===== src/pkg/stx_pkg.sv =====
// constants and types shared by the serial transmit input path
package stx_pkg;
    // three-level selects as two-bit codes
    localparam logic [1:0] SEL_LOW  = 2'h0;
    localparam logic [1:0] SEL_MID  = 2'h1;
    localparam logic [1:0] SEL_HIGH = 2'h2;

    localparam int CHAR_DIV   = 10;
    localparam int WSYNC_LEN  = 16;
    localparam int BUF_DEPTH  = 4;
    localparam int BUF_CENTER = 2;

    localparam logic [8:0] BIST_SEED = 9'h1FF;
    localparam logic [9:0] C07_POS   = 10'h079;
    localparam logic [9:0] C07_NEG   = 10'h386;
    localparam logic [7:0] K28_5_DAT = 8'hBC;
    localparam logic [4:0] K28_LOW5  = 5'h1C;

    // 6b and 4b code tables, running disparity negative, a/f at msb
    localparam logic [5:0] K28_6B  = 6'b001111;
    localparam logic [3:0] ALT7_4B = 4'b0111;
    localparam logic [31:0][5:0] ENC6_TBL = {
        6'b101011, 6'b011110, 6'b101110, 6'b001110,
        6'b110110, 6'b010110, 6'b100110, 6'b110011,
        6'b111010, 6'b011010, 6'b101010, 6'b001011,
        6'b110010, 6'b010011, 6'b100011, 6'b011011,
        6'b010111, 6'b011100, 6'b101100, 6'b001101,
        6'b110100, 6'b010101, 6'b100101, 6'b111001,
        6'b111000, 6'b011001, 6'b101001, 6'b110101,
        6'b110001, 6'b101101, 6'b011101, 6'b100111};
    localparam logic [7:0][3:0] ENC4_TBL = {
        4'b1110, 4'b0110, 4'b1010, 4'b1101,
        4'b1100, 4'b0101, 4'b1001, 4'b1011};

    // register map
    localparam logic [7:0] REG_CTRL   = 8'h00;
    localparam logic [7:0] REG_STATUS = 8'h04;
    localparam logic [7:0] REG_CHAR   = 8'h08;
    localparam int CTRL_MODE_LO_LSB = 0;
    localparam int CTRL_MODE_HI_LSB = 2;
    localparam int CTRL_PAR_LSB     = 4;
    localparam int CTRL_CKSEL_LSB   = 6;
    localparam int CTRL_RATE_BIT    = 8;
    localparam int CTRL_BIST_BIT    = 9;
    localparam logic [9:0] CTRL_RESET = 10'h000;
    localparam logic [1:0] RESP_OKAY   = 2'h0;
    localparam logic [1:0] RESP_DECERR = 2'h3;

    typedef struct packed {
        logic [7:0] txData;
        logic [1:0] txControlBits;
        logic       txParityBit;
        logic       specialCharSelect;
    } stx_char_s;

    typedef enum logic [2:0] {
        SRC_DATA    = 3'b000,
        SRC_FILL    = 3'b001,
        SRC_SPECIAL = 3'b010,
        SRC_VIOL    = 3'b011,
        SRC_BIST    = 3'b100,
        SRC_RAW     = 3'b101
    } stx_src_e;
endpackage


===== src/rtl/stx_tx_input_path.sv =====
// transmit input register, phase-align buffer, parity check and encoder
//
// The placing of the registers and the AXI4-Lite interface to the registers were decided locally.
`timescale 1ns/10ps
module stx_tx_input_path #(
    parameter int BUF_DEPTH_P = stx_pkg::BUF_DEPTH
) (
    // clock and reset
    input  wire logic              core_clk,
    input  wire logic              resetn,
    // register bus
    input  wire logic [7:0]        s_axi_awaddr,
    input  wire logic              s_axi_awvalid,
    output logic                   s_axi_awready,
    input  wire logic [31:0]       s_axi_wdata,
    input  wire logic [3:0]        s_axi_wstrb,
    input  wire logic              s_axi_wvalid,
    output logic                   s_axi_wready,
    output logic [1:0]             s_axi_bresp,
    output logic                   s_axi_bvalid,
    input  wire logic              s_axi_bready,
    input  wire logic [7:0]        s_axi_araddr,
    input  wire logic              s_axi_arvalid,
    output logic                   s_axi_arready,
    output logic [31:0]            s_axi_rdata,
    output logic [1:0]             s_axi_rresp,
    output logic                   s_axi_rvalid,
    input  wire logic              s_axi_rready,
    // host character pins
    input  wire stx_pkg::stx_char_s txHostIn,
    input  wire logic              txInputClock,
    input  wire logic              alignBufferResetN,
    // line side
    output logic                   txErrorFlag,
    output logic                   serialOut,
    output logic [9:0]             txCharOut,
    output logic                   txCharStrobe
);
    import stx_pkg::*;

    localparam int PW = $clog2(BUF_DEPTH_P) + 1;

    function automatic logic [9:0] stxReverse(input logic [9:0] v);
        logic [9:0] r;
        r = '0;
        for (int i = 0; i < 10; i++)
            r[i] = v[9 - i];
        return r;
    endfunction

    // returns {running disparity after, character with bit a at bit 0}
    function automatic logic [10:0] stxEncode(input logic [7:0] d,
                                              input logic k,
                                              input logic rd);
        logic [5:0] s6;
        logic [5:0] c6;
        logic [3:0] s4;
        logic [3:0] c4;
        logic       rd1;
        logic       rd2;
        logic       alt;
        logic       bal6;
        logic       bal4;
        s6   = k ? K28_6B : ENC6_TBL[d[4:0]];
        bal6 = ($countones(s6) == 3);
        c6   = (rd && (!bal6 || d[4:0] == 5'h07)) ? ~s6 : s6;
        rd1  = bal6 ? rd : ~rd;
        alt  = (d[7:5] == 3'h7) && (k || (!rd1 && c6[1] && c6[0])
               || (rd1 && !c6[1] && !c6[0]));
        s4   = alt ? ALT7_4B : ENC4_TBL[d[7:5]];
        bal4 = ($countones(s4) == 2);
        // control codes flip a balanced 4b group on the negative side
        c4   = ((rd1 && (!bal4 || d[7:5] == 3'h3))
               || (k && !rd1 && bal4 && d[7:5] != 3'h3)) ? ~s4 : s4;
        rd2  = bal4 ? rd1 : ~rd1;
        return {rd2, stxReverse({c6, c4})};
    endfunction

    // odd parity: xor of the checked bits must be one
    function automatic logic stxParityOk(input stx_char_s c,
                                         input logic [1:0] sel,
                                         input logic encEn);
        logic full;
        logic dataOnly;
        full     = ^{c.txData, c.txControlBits, c.txParityBit};
        dataOnly = ^{c.txData, c.txParityBit};
        case (sel)
            SEL_LOW:  return 1'b1;
            SEL_MID:  return encEn ? dataOnly : full;
            SEL_HIGH: return full;
            default:  return 1'b1;
        endcase
    endfunction

    // reset and pin synchronisers
    logic rstS1, rstN;
    always_ff @(posedge core_clk or negedge resetn)
    begin
        if (!resetn)
        begin
            rstS1 <= 1'b0;
            rstN  <= 1'b0;
        end
        else
        begin
            rstS1 <= 1'b1;
            rstN  <= rstS1;
        end
    end

    // data crosses with its clock; host holds it around each input edge
    stx_char_s hostS1, hostS2;
    logic      ckS1, ckS2, ckS3;
    logic      brS1, brS2, brS3;
    always_ff @(posedge core_clk or negedge rstN)
    begin
        if (!rstN)
        begin
            hostS1 <= '0;
            hostS2 <= '0;
            {ckS1, ckS2, ckS3} <= 3'h0;
            {brS1, brS2, brS3} <= 3'h0;
        end
        else
        begin
            hostS1 <= txHostIn;
            hostS2 <= hostS1;
            {ckS1, ckS2, ckS3} <= {txInputClock, ckS1, ckS2};
            {brS1, brS2, brS3} <= {alignBufferResetN, brS1, brS2};
        end
    end

    // control register fields
    logic [9:0] ctrl_r;
    logic [1:0] modeLo, modeHi, parSel, ckSel;
    logic       rateDouble, bistEn;
    assign modeLo     = ctrl_r[CTRL_MODE_LO_LSB +: 2];
    assign modeHi     = ctrl_r[CTRL_MODE_HI_LSB +: 2];
    assign parSel     = ctrl_r[CTRL_PAR_LSB +: 2];
    assign ckSel      = ctrl_r[CTRL_CKSEL_LSB +: 2];
    assign rateDouble = ctrl_r[CTRL_RATE_BIT];
    assign bistEn     = ctrl_r[CTRL_BIST_BIT];

    logic encEn, atomicMode, useBuf;
    assign encEn      = (modeHi != SEL_LOW);
    assign atomicMode = (modeHi == SEL_MID);
    assign useBuf     = (ckSel != SEL_LOW) || rateDouble;

    // character rate divider: one bit per core cycle
    logic [3:0] divCnt_r;
    logic       charTick;
    assign charTick = (divCnt_r == 4'(CHAR_DIV - 1));
    always_ff @(posedge core_clk or negedge rstN)
    begin
        if (!rstN)
            divCnt_r <= 4'h0;
        else
            divCnt_r <= charTick ? 4'h0 : divCnt_r + 4'h1;
    end

    // phase-align buffer
    stx_char_s         bufMem [BUF_DEPTH_P];
    logic [PW-1:0]     wp_r, rp_r, fill;
    logic              bufErr_r, bufHold, ckEdge, wsStart;
    stx_char_s         cur;
    assign fill    = wp_r - rp_r;
    assign bufHold = !brS2 && !brS3;
    assign ckEdge  = rateDouble ? (ckS2 ^ ckS3) : (ckS2 && !ckS3);
    assign cur     = useBuf ? bufMem[rp_r[PW-2:0]] : hostS2;

    // held reset fills every slot so no stale word is read after release
    always_ff @(posedge core_clk)
    begin
        if (bufHold)
        begin
            for (int i = 0; i < BUF_DEPTH_P; i++)
                bufMem[i] <= hostS2;
        end
        else if (useBuf && ckEdge)
            bufMem[wp_r[PW-2:0]] <= hostS2;
    end

    always_ff @(posedge core_clk or negedge rstN)
    begin
        if (!rstN)
        begin
            wp_r     <= PW'(BUF_CENTER);
            rp_r     <= '0;
            bufErr_r <= 1'b0;
        end
        else if (bufHold || (wsStart && bufErr_r))
        begin
            wp_r     <= PW'(BUF_CENTER);
            rp_r     <= '0;
            bufErr_r <= 1'b0;
        end
        else if (useBuf)
        begin
            // centred start leaves half the depth of slack either side
            if (ckEdge)
            begin
                wp_r <= wp_r + PW'(1);
                if (fill == PW'(BUF_DEPTH_P))
                    bufErr_r <= 1'b1;
            end
            if (charTick)
            begin
                rp_r <= rp_r + PW'(1);
                if (fill == '0 && !ckEdge)
                    bufErr_r <= 1'b1;
            end
        end
    end

    // character source selection
    logic [4:0] wsCnt_r;
    logic [8:0] lfsr_r;
    logic       rd_r;
    logic       wsBusy, wsReq, parOk;
    stx_src_e   src;
    assign wsBusy = (wsCnt_r != 5'h00);
    assign parOk  = stxParityOk(cur, parSel, encEn);

    always_comb
    begin
        wsReq = 1'b0;
        src   = SRC_DATA;
        if (encEn && cur.txControlBits[0])
        begin
            if (cur.txControlBits[1])
                wsReq = 1'b1;
            else if (modeLo == SEL_MID && cur.specialCharSelect)
                wsReq = 1'b1;
        end
        if (bufErr_r)
            src = SRC_VIOL;
        else if (bistEn)
            src = SRC_BIST;
        else if (wsBusy)
            src = SRC_FILL;                               // input ignored
        else if (!parOk)
            src = SRC_VIOL;
        else if (!encEn)
            src = SRC_RAW;
        else if (!cur.txControlBits[0])
            src = SRC_DATA;
        else if (wsReq)
            src = SRC_FILL;
        else if (modeLo == SEL_HIGH || cur.specialCharSelect)
            src = SRC_SPECIAL;
        else
            src = SRC_FILL;
    end

    assign wsStart = charTick && atomicMode && wsReq && !wsBusy
                     && !bistEn && parOk;

    logic [10:0] encOut;
    logic [9:0]  charNxt;
    logic        rdNxt;
    always_comb
    begin
        encOut = '0;
        case (src)
            SRC_DATA:    encOut = stxEncode(cur.txData, 1'b0, rd_r);
            SRC_FILL:    encOut = stxEncode(K28_5_DAT, 1'b1, rd_r);
            SRC_SPECIAL: encOut = stxEncode({cur.txData[7:5], K28_LOW5},
                                            1'b1, rd_r);
            SRC_BIST:    encOut = stxEncode(lfsr_r[7:0], 1'b0, rd_r);
            default:     encOut = {rd_r, 10'h000};
        endcase
        rdNxt   = encOut[10];
        charNxt = encOut[9:0];
        if (src == SRC_RAW)
            charNxt = {cur.txControlBits, cur.txData};
        else if (src == SRC_VIOL)
        begin
            rdNxt = rd_r;
            if (!encEn)
                charNxt = C07_POS;
            else
                charNxt = rd_r ? C07_NEG : C07_POS;
        end
    end

    // encoder state, sequences and output character
    logic       parErr_r;
    logic [9:0] shift_r;
    always_ff @(posedge core_clk or negedge rstN)
    begin
        if (!rstN)
        begin
            rd_r         <= 1'b0;
            wsCnt_r      <= 5'h00;
            lfsr_r       <= BIST_SEED;
            txCharOut    <= 10'h000;
            txCharStrobe <= 1'b0;
            parErr_r     <= 1'b0;
        end
        else
        begin
            txCharStrobe <= charTick;
            if (!bistEn)
                lfsr_r <= BIST_SEED;
            if (charTick)
            begin
                txCharOut <= charNxt;
                rd_r      <= rdNxt;
                parErr_r  <= !parOk && !bufErr_r && !bistEn && !wsBusy;
                if (bistEn)
                    lfsr_r <= {lfsr_r[7:0], lfsr_r[8] ^ lfsr_r[4]};
                if (wsStart)
                    wsCnt_r <= 5'(WSYNC_LEN - 1);
                else if (wsBusy)
                    wsCnt_r <= wsCnt_r - 5'h01;
            end
        end
    end

    // shifter, first bit out is bit 0
    always_ff @(posedge core_clk or negedge rstN)
    begin
        if (!rstN)
        begin
            shift_r     <= 10'h000;
            serialOut   <= 1'b0;
            txErrorFlag <= 1'b0;
        end
        else
        begin
            txErrorFlag <= bufErr_r || parErr_r;
            if (txCharStrobe)
            begin
                serialOut <= txCharOut[0];
                shift_r   <= {1'b0, txCharOut[9:1]};
            end
            else
            begin
                serialOut <= shift_r[0];
                shift_r   <= {1'b0, shift_r[9:1]};
            end
        end
    end

    // register bus write side: address and data taken in either order
    logic [7:0]  awAddr_r;
    logic [31:0] wData_r;
    logic [3:0]  wStrb_r;
    logic        wrGo;
    assign wrGo = !s_axi_awready && !s_axi_wready && !s_axi_bvalid;
    always_ff @(posedge core_clk or negedge rstN)
    begin
        if (!rstN)
        begin
            s_axi_awready <= 1'b1;
            s_axi_wready  <= 1'b1;
            s_axi_bvalid  <= 1'b0;
            s_axi_bresp   <= RESP_OKAY;
            awAddr_r      <= 8'h00;
            wData_r       <= 32'h0000_0000;
            wStrb_r       <= 4'h0;
        end
        else
        begin
            if (s_axi_awready && s_axi_awvalid)
            begin
                awAddr_r      <= s_axi_awaddr;
                s_axi_awready <= 1'b0;
            end
            if (s_axi_wready && s_axi_wvalid)
            begin
                wData_r      <= s_axi_wdata;
                wStrb_r      <= s_axi_wstrb;
                s_axi_wready <= 1'b0;
            end
            if (wrGo)
            begin
                s_axi_bvalid <= 1'b1;
                s_axi_bresp  <= (awAddr_r == REG_CTRL) ? RESP_OKAY
                                                       : RESP_DECERR;
            end
            if (s_axi_bvalid && s_axi_bready)
            begin
                s_axi_bvalid  <= 1'b0;
                s_axi_awready <= 1'b1;
                s_axi_wready  <= 1'b1;
            end
        end
    end

    always_ff @(posedge core_clk or negedge rstN)
    begin
        if (!rstN)
            ctrl_r <= CTRL_RESET;
        else if (wrGo && awAddr_r == REG_CTRL)
        begin
            if (wStrb_r[0])
                ctrl_r[7:0] <= wData_r[7:0];
            if (wStrb_r[1])
                ctrl_r[9:8] <= wData_r[9:8];
        end
    end

    // register bus read side
    always_ff @(posedge core_clk or negedge rstN)
    begin
        if (!rstN)
        begin
            s_axi_arready <= 1'b1;
            s_axi_rvalid  <= 1'b0;
            s_axi_rdata   <= 32'h0000_0000;
            s_axi_rresp   <= RESP_OKAY;
        end
        else if (s_axi_arready && s_axi_arvalid)
        begin
            s_axi_arready <= 1'b0;
            s_axi_rvalid  <= 1'b1;
            s_axi_rresp   <= RESP_OKAY;
            case (s_axi_araddr)
                REG_CTRL:   s_axi_rdata <= {22'h000000, ctrl_r};
                REG_STATUS: s_axi_rdata <= {{(28 - PW){1'b0}}, fill,
                                            wsBusy, rd_r, parErr_r,
                                            bufErr_r};
                REG_CHAR:   s_axi_rdata <= {22'h000000, txCharOut};
                default:
                begin
                    s_axi_rdata <= 32'h0000_0000;
                    s_axi_rresp <= RESP_DECERR;
                end
            endcase
        end
        else if (s_axi_rvalid && s_axi_rready)
        begin
            s_axi_rvalid  <= 1'b0;
            s_axi_arready <= 1'b1;
        end
    end
endmodule


===== config.mk =====
export PLATFORM = sky130hd
export DESIGN_NAME = stx_tx_input_path
export DESIGN_NICKNAME = d
export VERILOG_FILES = /design/src/pkg/stx_pkg.sv /design/src/rtl/stx_tx_input_path.sv
export SDC_FILE = /design/constraint.sdc
export NUM_CORES = 1
export LEC_CHECK = 0
export BUFFER_PORTS_ARGS = -buffer_cell sky130_fd_sc_hd__buf_2
export CAP_MARGIN = 20
export CORE_MARGIN = 3
export CORE_UTILIZATION = 60
export DETAILED_ROUTE_END_ITERATION = 12
export GPL_TIMING_DRIVEN = 0
export PLACE_DENSITY = 0.93
export SLEW_MARGIN = 20
export SYNTH_ARGS = -nofsm -noshare
export SYNTH_HDL_FRONTEND = slang
export SYNTH_SLANG_ARGS = --single-unit

===== constraint.sdc =====
create_clock -name core_clk -period 8.89 [get_ports core_clk]
set_input_delay 0.889 -clock core_clk [delete_from_list [all_inputs] [get_ports core_clk]]
set_output_delay 0.889 -clock core_clk [all_outputs]
set_load 0.02 [all_outputs]

==> results.yml <==
floorplan:
  die_h_um: 132
  rows: 45
  num_io_pins: 127
  die_x_um: 132
  start_util: 0.621
  dieArea_um2: 17500
  coreArea_um2: 15400
sta:
  maxSlewHeadroom: 0.367
  setup_viol: 0
  fin_crit_sh: 0.903
  fin_crit_ps: 8020
  slew_violations: 0
  fmax_ghz: 0.125
  fin_tns_setup_ps: 0
  holdWs_ps: 223
  hold_viol_final: 0
  rsz0062_at_grt: "no"
  finClkSkew_ps: 14.2
  tightest_slew_ps: 943
worst_setup_path:
  crit_required_ps: 9250
  crit_type: "reg -> reg"
  crit_path_max_incr_delay_ps: 820
  end_kind: "flip-flop"
  cpMostUsedCell: "inv_1"
  rrSetupSlack_ps: 870
  cp_slowest_cell: "nor3_1"
  ff2ff_path_depth: 29
  rr_startpoint: "ctrl_r[8]"
  startpoint_type: "flip-flop"
  regToRegEndpoint: "rd_r"
  cp_max_fo: 10
  crit_arrival_ps: 8380
yosys:
  syn_inst: 839
  synth_area_um2: 9590
  synth_ff_type: "dfrtp_1"
  ys_types: 76
  synth.ff_latch_count: 176
  ys_async_sr_fraction: 0.727
  synth_edf_count: 48
  yosys_warnings: 0
  yosysSeqAreaShare: 0.486
  synth_area_per_cell_um2: 11.4
detailed_routing:
  post_drt_wl_per_cell_um: 18.5
  dr_total_vias: 7140
  postRouteWirelength_um: 21900
  route.detailed.drc: 0
  vias_per_cell: 6.02
  first_pass_iters: 5
  drt_iter0_drc: 746
  antenna_violating_nets_post_route: 0
run:
  drv_cap: 0
clock_tree:
  cts_sinks: 176
  cts.clk_slew.worst_paths_ps: 70
  cts_setup_buffers: 0
  clkLatencyLatePin_ps: 440
  cts_tree: "yes"
  cts_hold_buf: 0
  clockBufferDepth: 2
  root_buffer: "clkbuf_16"
  cts_made_buffers: 17
  cts_resized: 0
  htree_levels: 4
power_and_ir_drop:
  ir_drop_mv: 0.201
  swShare: 0.408
  intPower_mw: 1.97
  p_switching_mw: 1.35
  p_seq_frac: 0.330
  clkPwrFrac: 0.226
  power.leakage_nw: 4.89
  p_per_area_nw_per_um2: 301
  combPwrFrac: 0.444
  p_total_mw: 3.32
global_routing:
  antenna_found_initial: 0
  grt_max_degree: 49
  grt-ovfl-total: 0
  grt_use_total: 0.253
  grt_pass1_vias: 7109
  grt_pass1_wl_um: 35400
placed_design:
  place.gp.congestion: 0.987
  dpl.cell_count: 1155
  placed_cell_area_um2: 10400
  hpwl_um: 15700
  io_buffers: 80
outcome:
  status: "complete, no violations"
cells_and_area:
  regArea_um2: 4660
  final_common_cell: "dfrtp_1"
  fin_area_um2: 11000
  area_growth_pct: 14.8
  layout-drive-gt1-share: 0.247
  multi_input_area_um2: 4490
  nets: 1084
  diodes: 0
  mostFrequentLayoutCells: "dfrtp_1 (114), buf_2 (85), nand2_1 (80), inv_1 (49), edfxtp_1 (48)"
  final_cells: 1187
  fill_cells: 1059
worst_hold_path:
  hold_path.class: "in -> async"
through the flow:
stage | util | setup WS [ps]
global route | 0.714 | 468
global placement | 0.670 | 1270
CTS | 0.714 | 967
finish | 0.714 | 866
floorplan | - | 1700
detailed placement | 0.675 | 1060
routing by layer:
layer  wire, um  track usage  vias to the layer above
met5          0            0                        -
met4        738        0.114                        0
met3       2130       0.0645                       84
met2      10600        0.414                      420
met1       8480        0.320                     3426
li1           -            -                     3210
worst max path at each step:
stage,start,to,slack (ps),cells after the start
after floorplan,lfsr_r[0],txCharOut[8],1700,28
after global placement,ctrl_r[8],rd_r,1270,29
after detailed placement,ctrl_r[8],rd_r,1060,29
after CTS,ctrl_r[8],rd_r,970,29
after global routing,lfsr_r[0],txCharOut[8],470,28
final,ctrl_r[8],rd_r,870,29
Yosys cell counts (5+ instances only):
master	instances	area [um2]
a211oi_1	5	37.5
o22ai_1	18	113
mux2_2	44	495
edfxtp_1	48	1440
dfstp_2	13	342
a22oi_1	9	67.6
nor3_1	7	35.0
a22o_1	9	78.8
xnor2_1	34	298
ha_1	37	463
nand2_1	80	300
mux4_2	16	360
mux2i_1	21	210
clkbuf_1	23	86.3
dfrtp_1	115	2880
fa_1	11	220
a31oi_1	15	93.8
o21ai_0	24	120
buf_2	5	25.0
inv_1	49	184
nand3_1	19	95.1
nor2b_1	6	37.5
a21oi_1	23	115
nor2_1	41	154
xor2_1	32	280
buf_4	24	180
o211ai_1	9	67.6
nand2b_1	8	50.1
nor4_1	5	31.3
area by class of cell:
cell class,count,share of cell area
Buffer,58,0.0306
Clock buffer,19,0.0422
Inverter,50,0.0175
Tap cell,211,0.0240
Timing Repair Buffer,84,0.0421
Sequential cell,176,0.424
Clock inverter,13,0.0122
Multi-Input combinational cell,576,0.408
state kept, by name, indices dropped and copies added, names as in the netlist, 2 cells and up:
name and count:
bufMem 48, hostS1 12, hostS2 12, ctrl_r 10, s_axi_rdata 10, txCharOut 10, wData_r 10, lfsr_r 9
shift_r 9, awAddr_r 8, wsCnt_r 5, divCnt_r 4, rp_r 3, wp_r 3, wStrb_r 2
critical path: cells and delay by family (launching register included):
family / cells / cell delay, ps
adders and majority gates: 8 / 3000
muxes: 1 / 170
AOI/OAI and AO/OA: 7 / 1450
xor gates and xnor gates: 1 / 220
buffers and inverters: 6 / 780
DFF: 1 / 500
and+or+nand+nor: 6 / 1810
kinds of logic (layout without fill, tap and decap cells):
logic type,Yosys count,in the layout,share of synthesized area
AO/OA/AOI/OAI,160,160,0.115
XOR/XNOR,67,67,0.0626
adder cells (fa/ha/maj),49,49,0.0724
buffers and inverters,108,224,0.0552
flip-flops,176,176,0.486
multiplexers,81,81,0.111
other,2,23,0.000783
AND/OR/NAND/NOR,196,196,0.0966
power by group through the flow:
stage,registers (mW),logic (mW),clock network (mW)
finish,1.10,1.47,0.749
global route,1.11,1.60,0.793
CTS,1.09,1.45,0.761
detailed placement,1.11,1.42,0
global placement,1.10,1.35,0
floorplan,1.11,1.04,0
No activity file was read; power rests on OpenSTA's default activity.
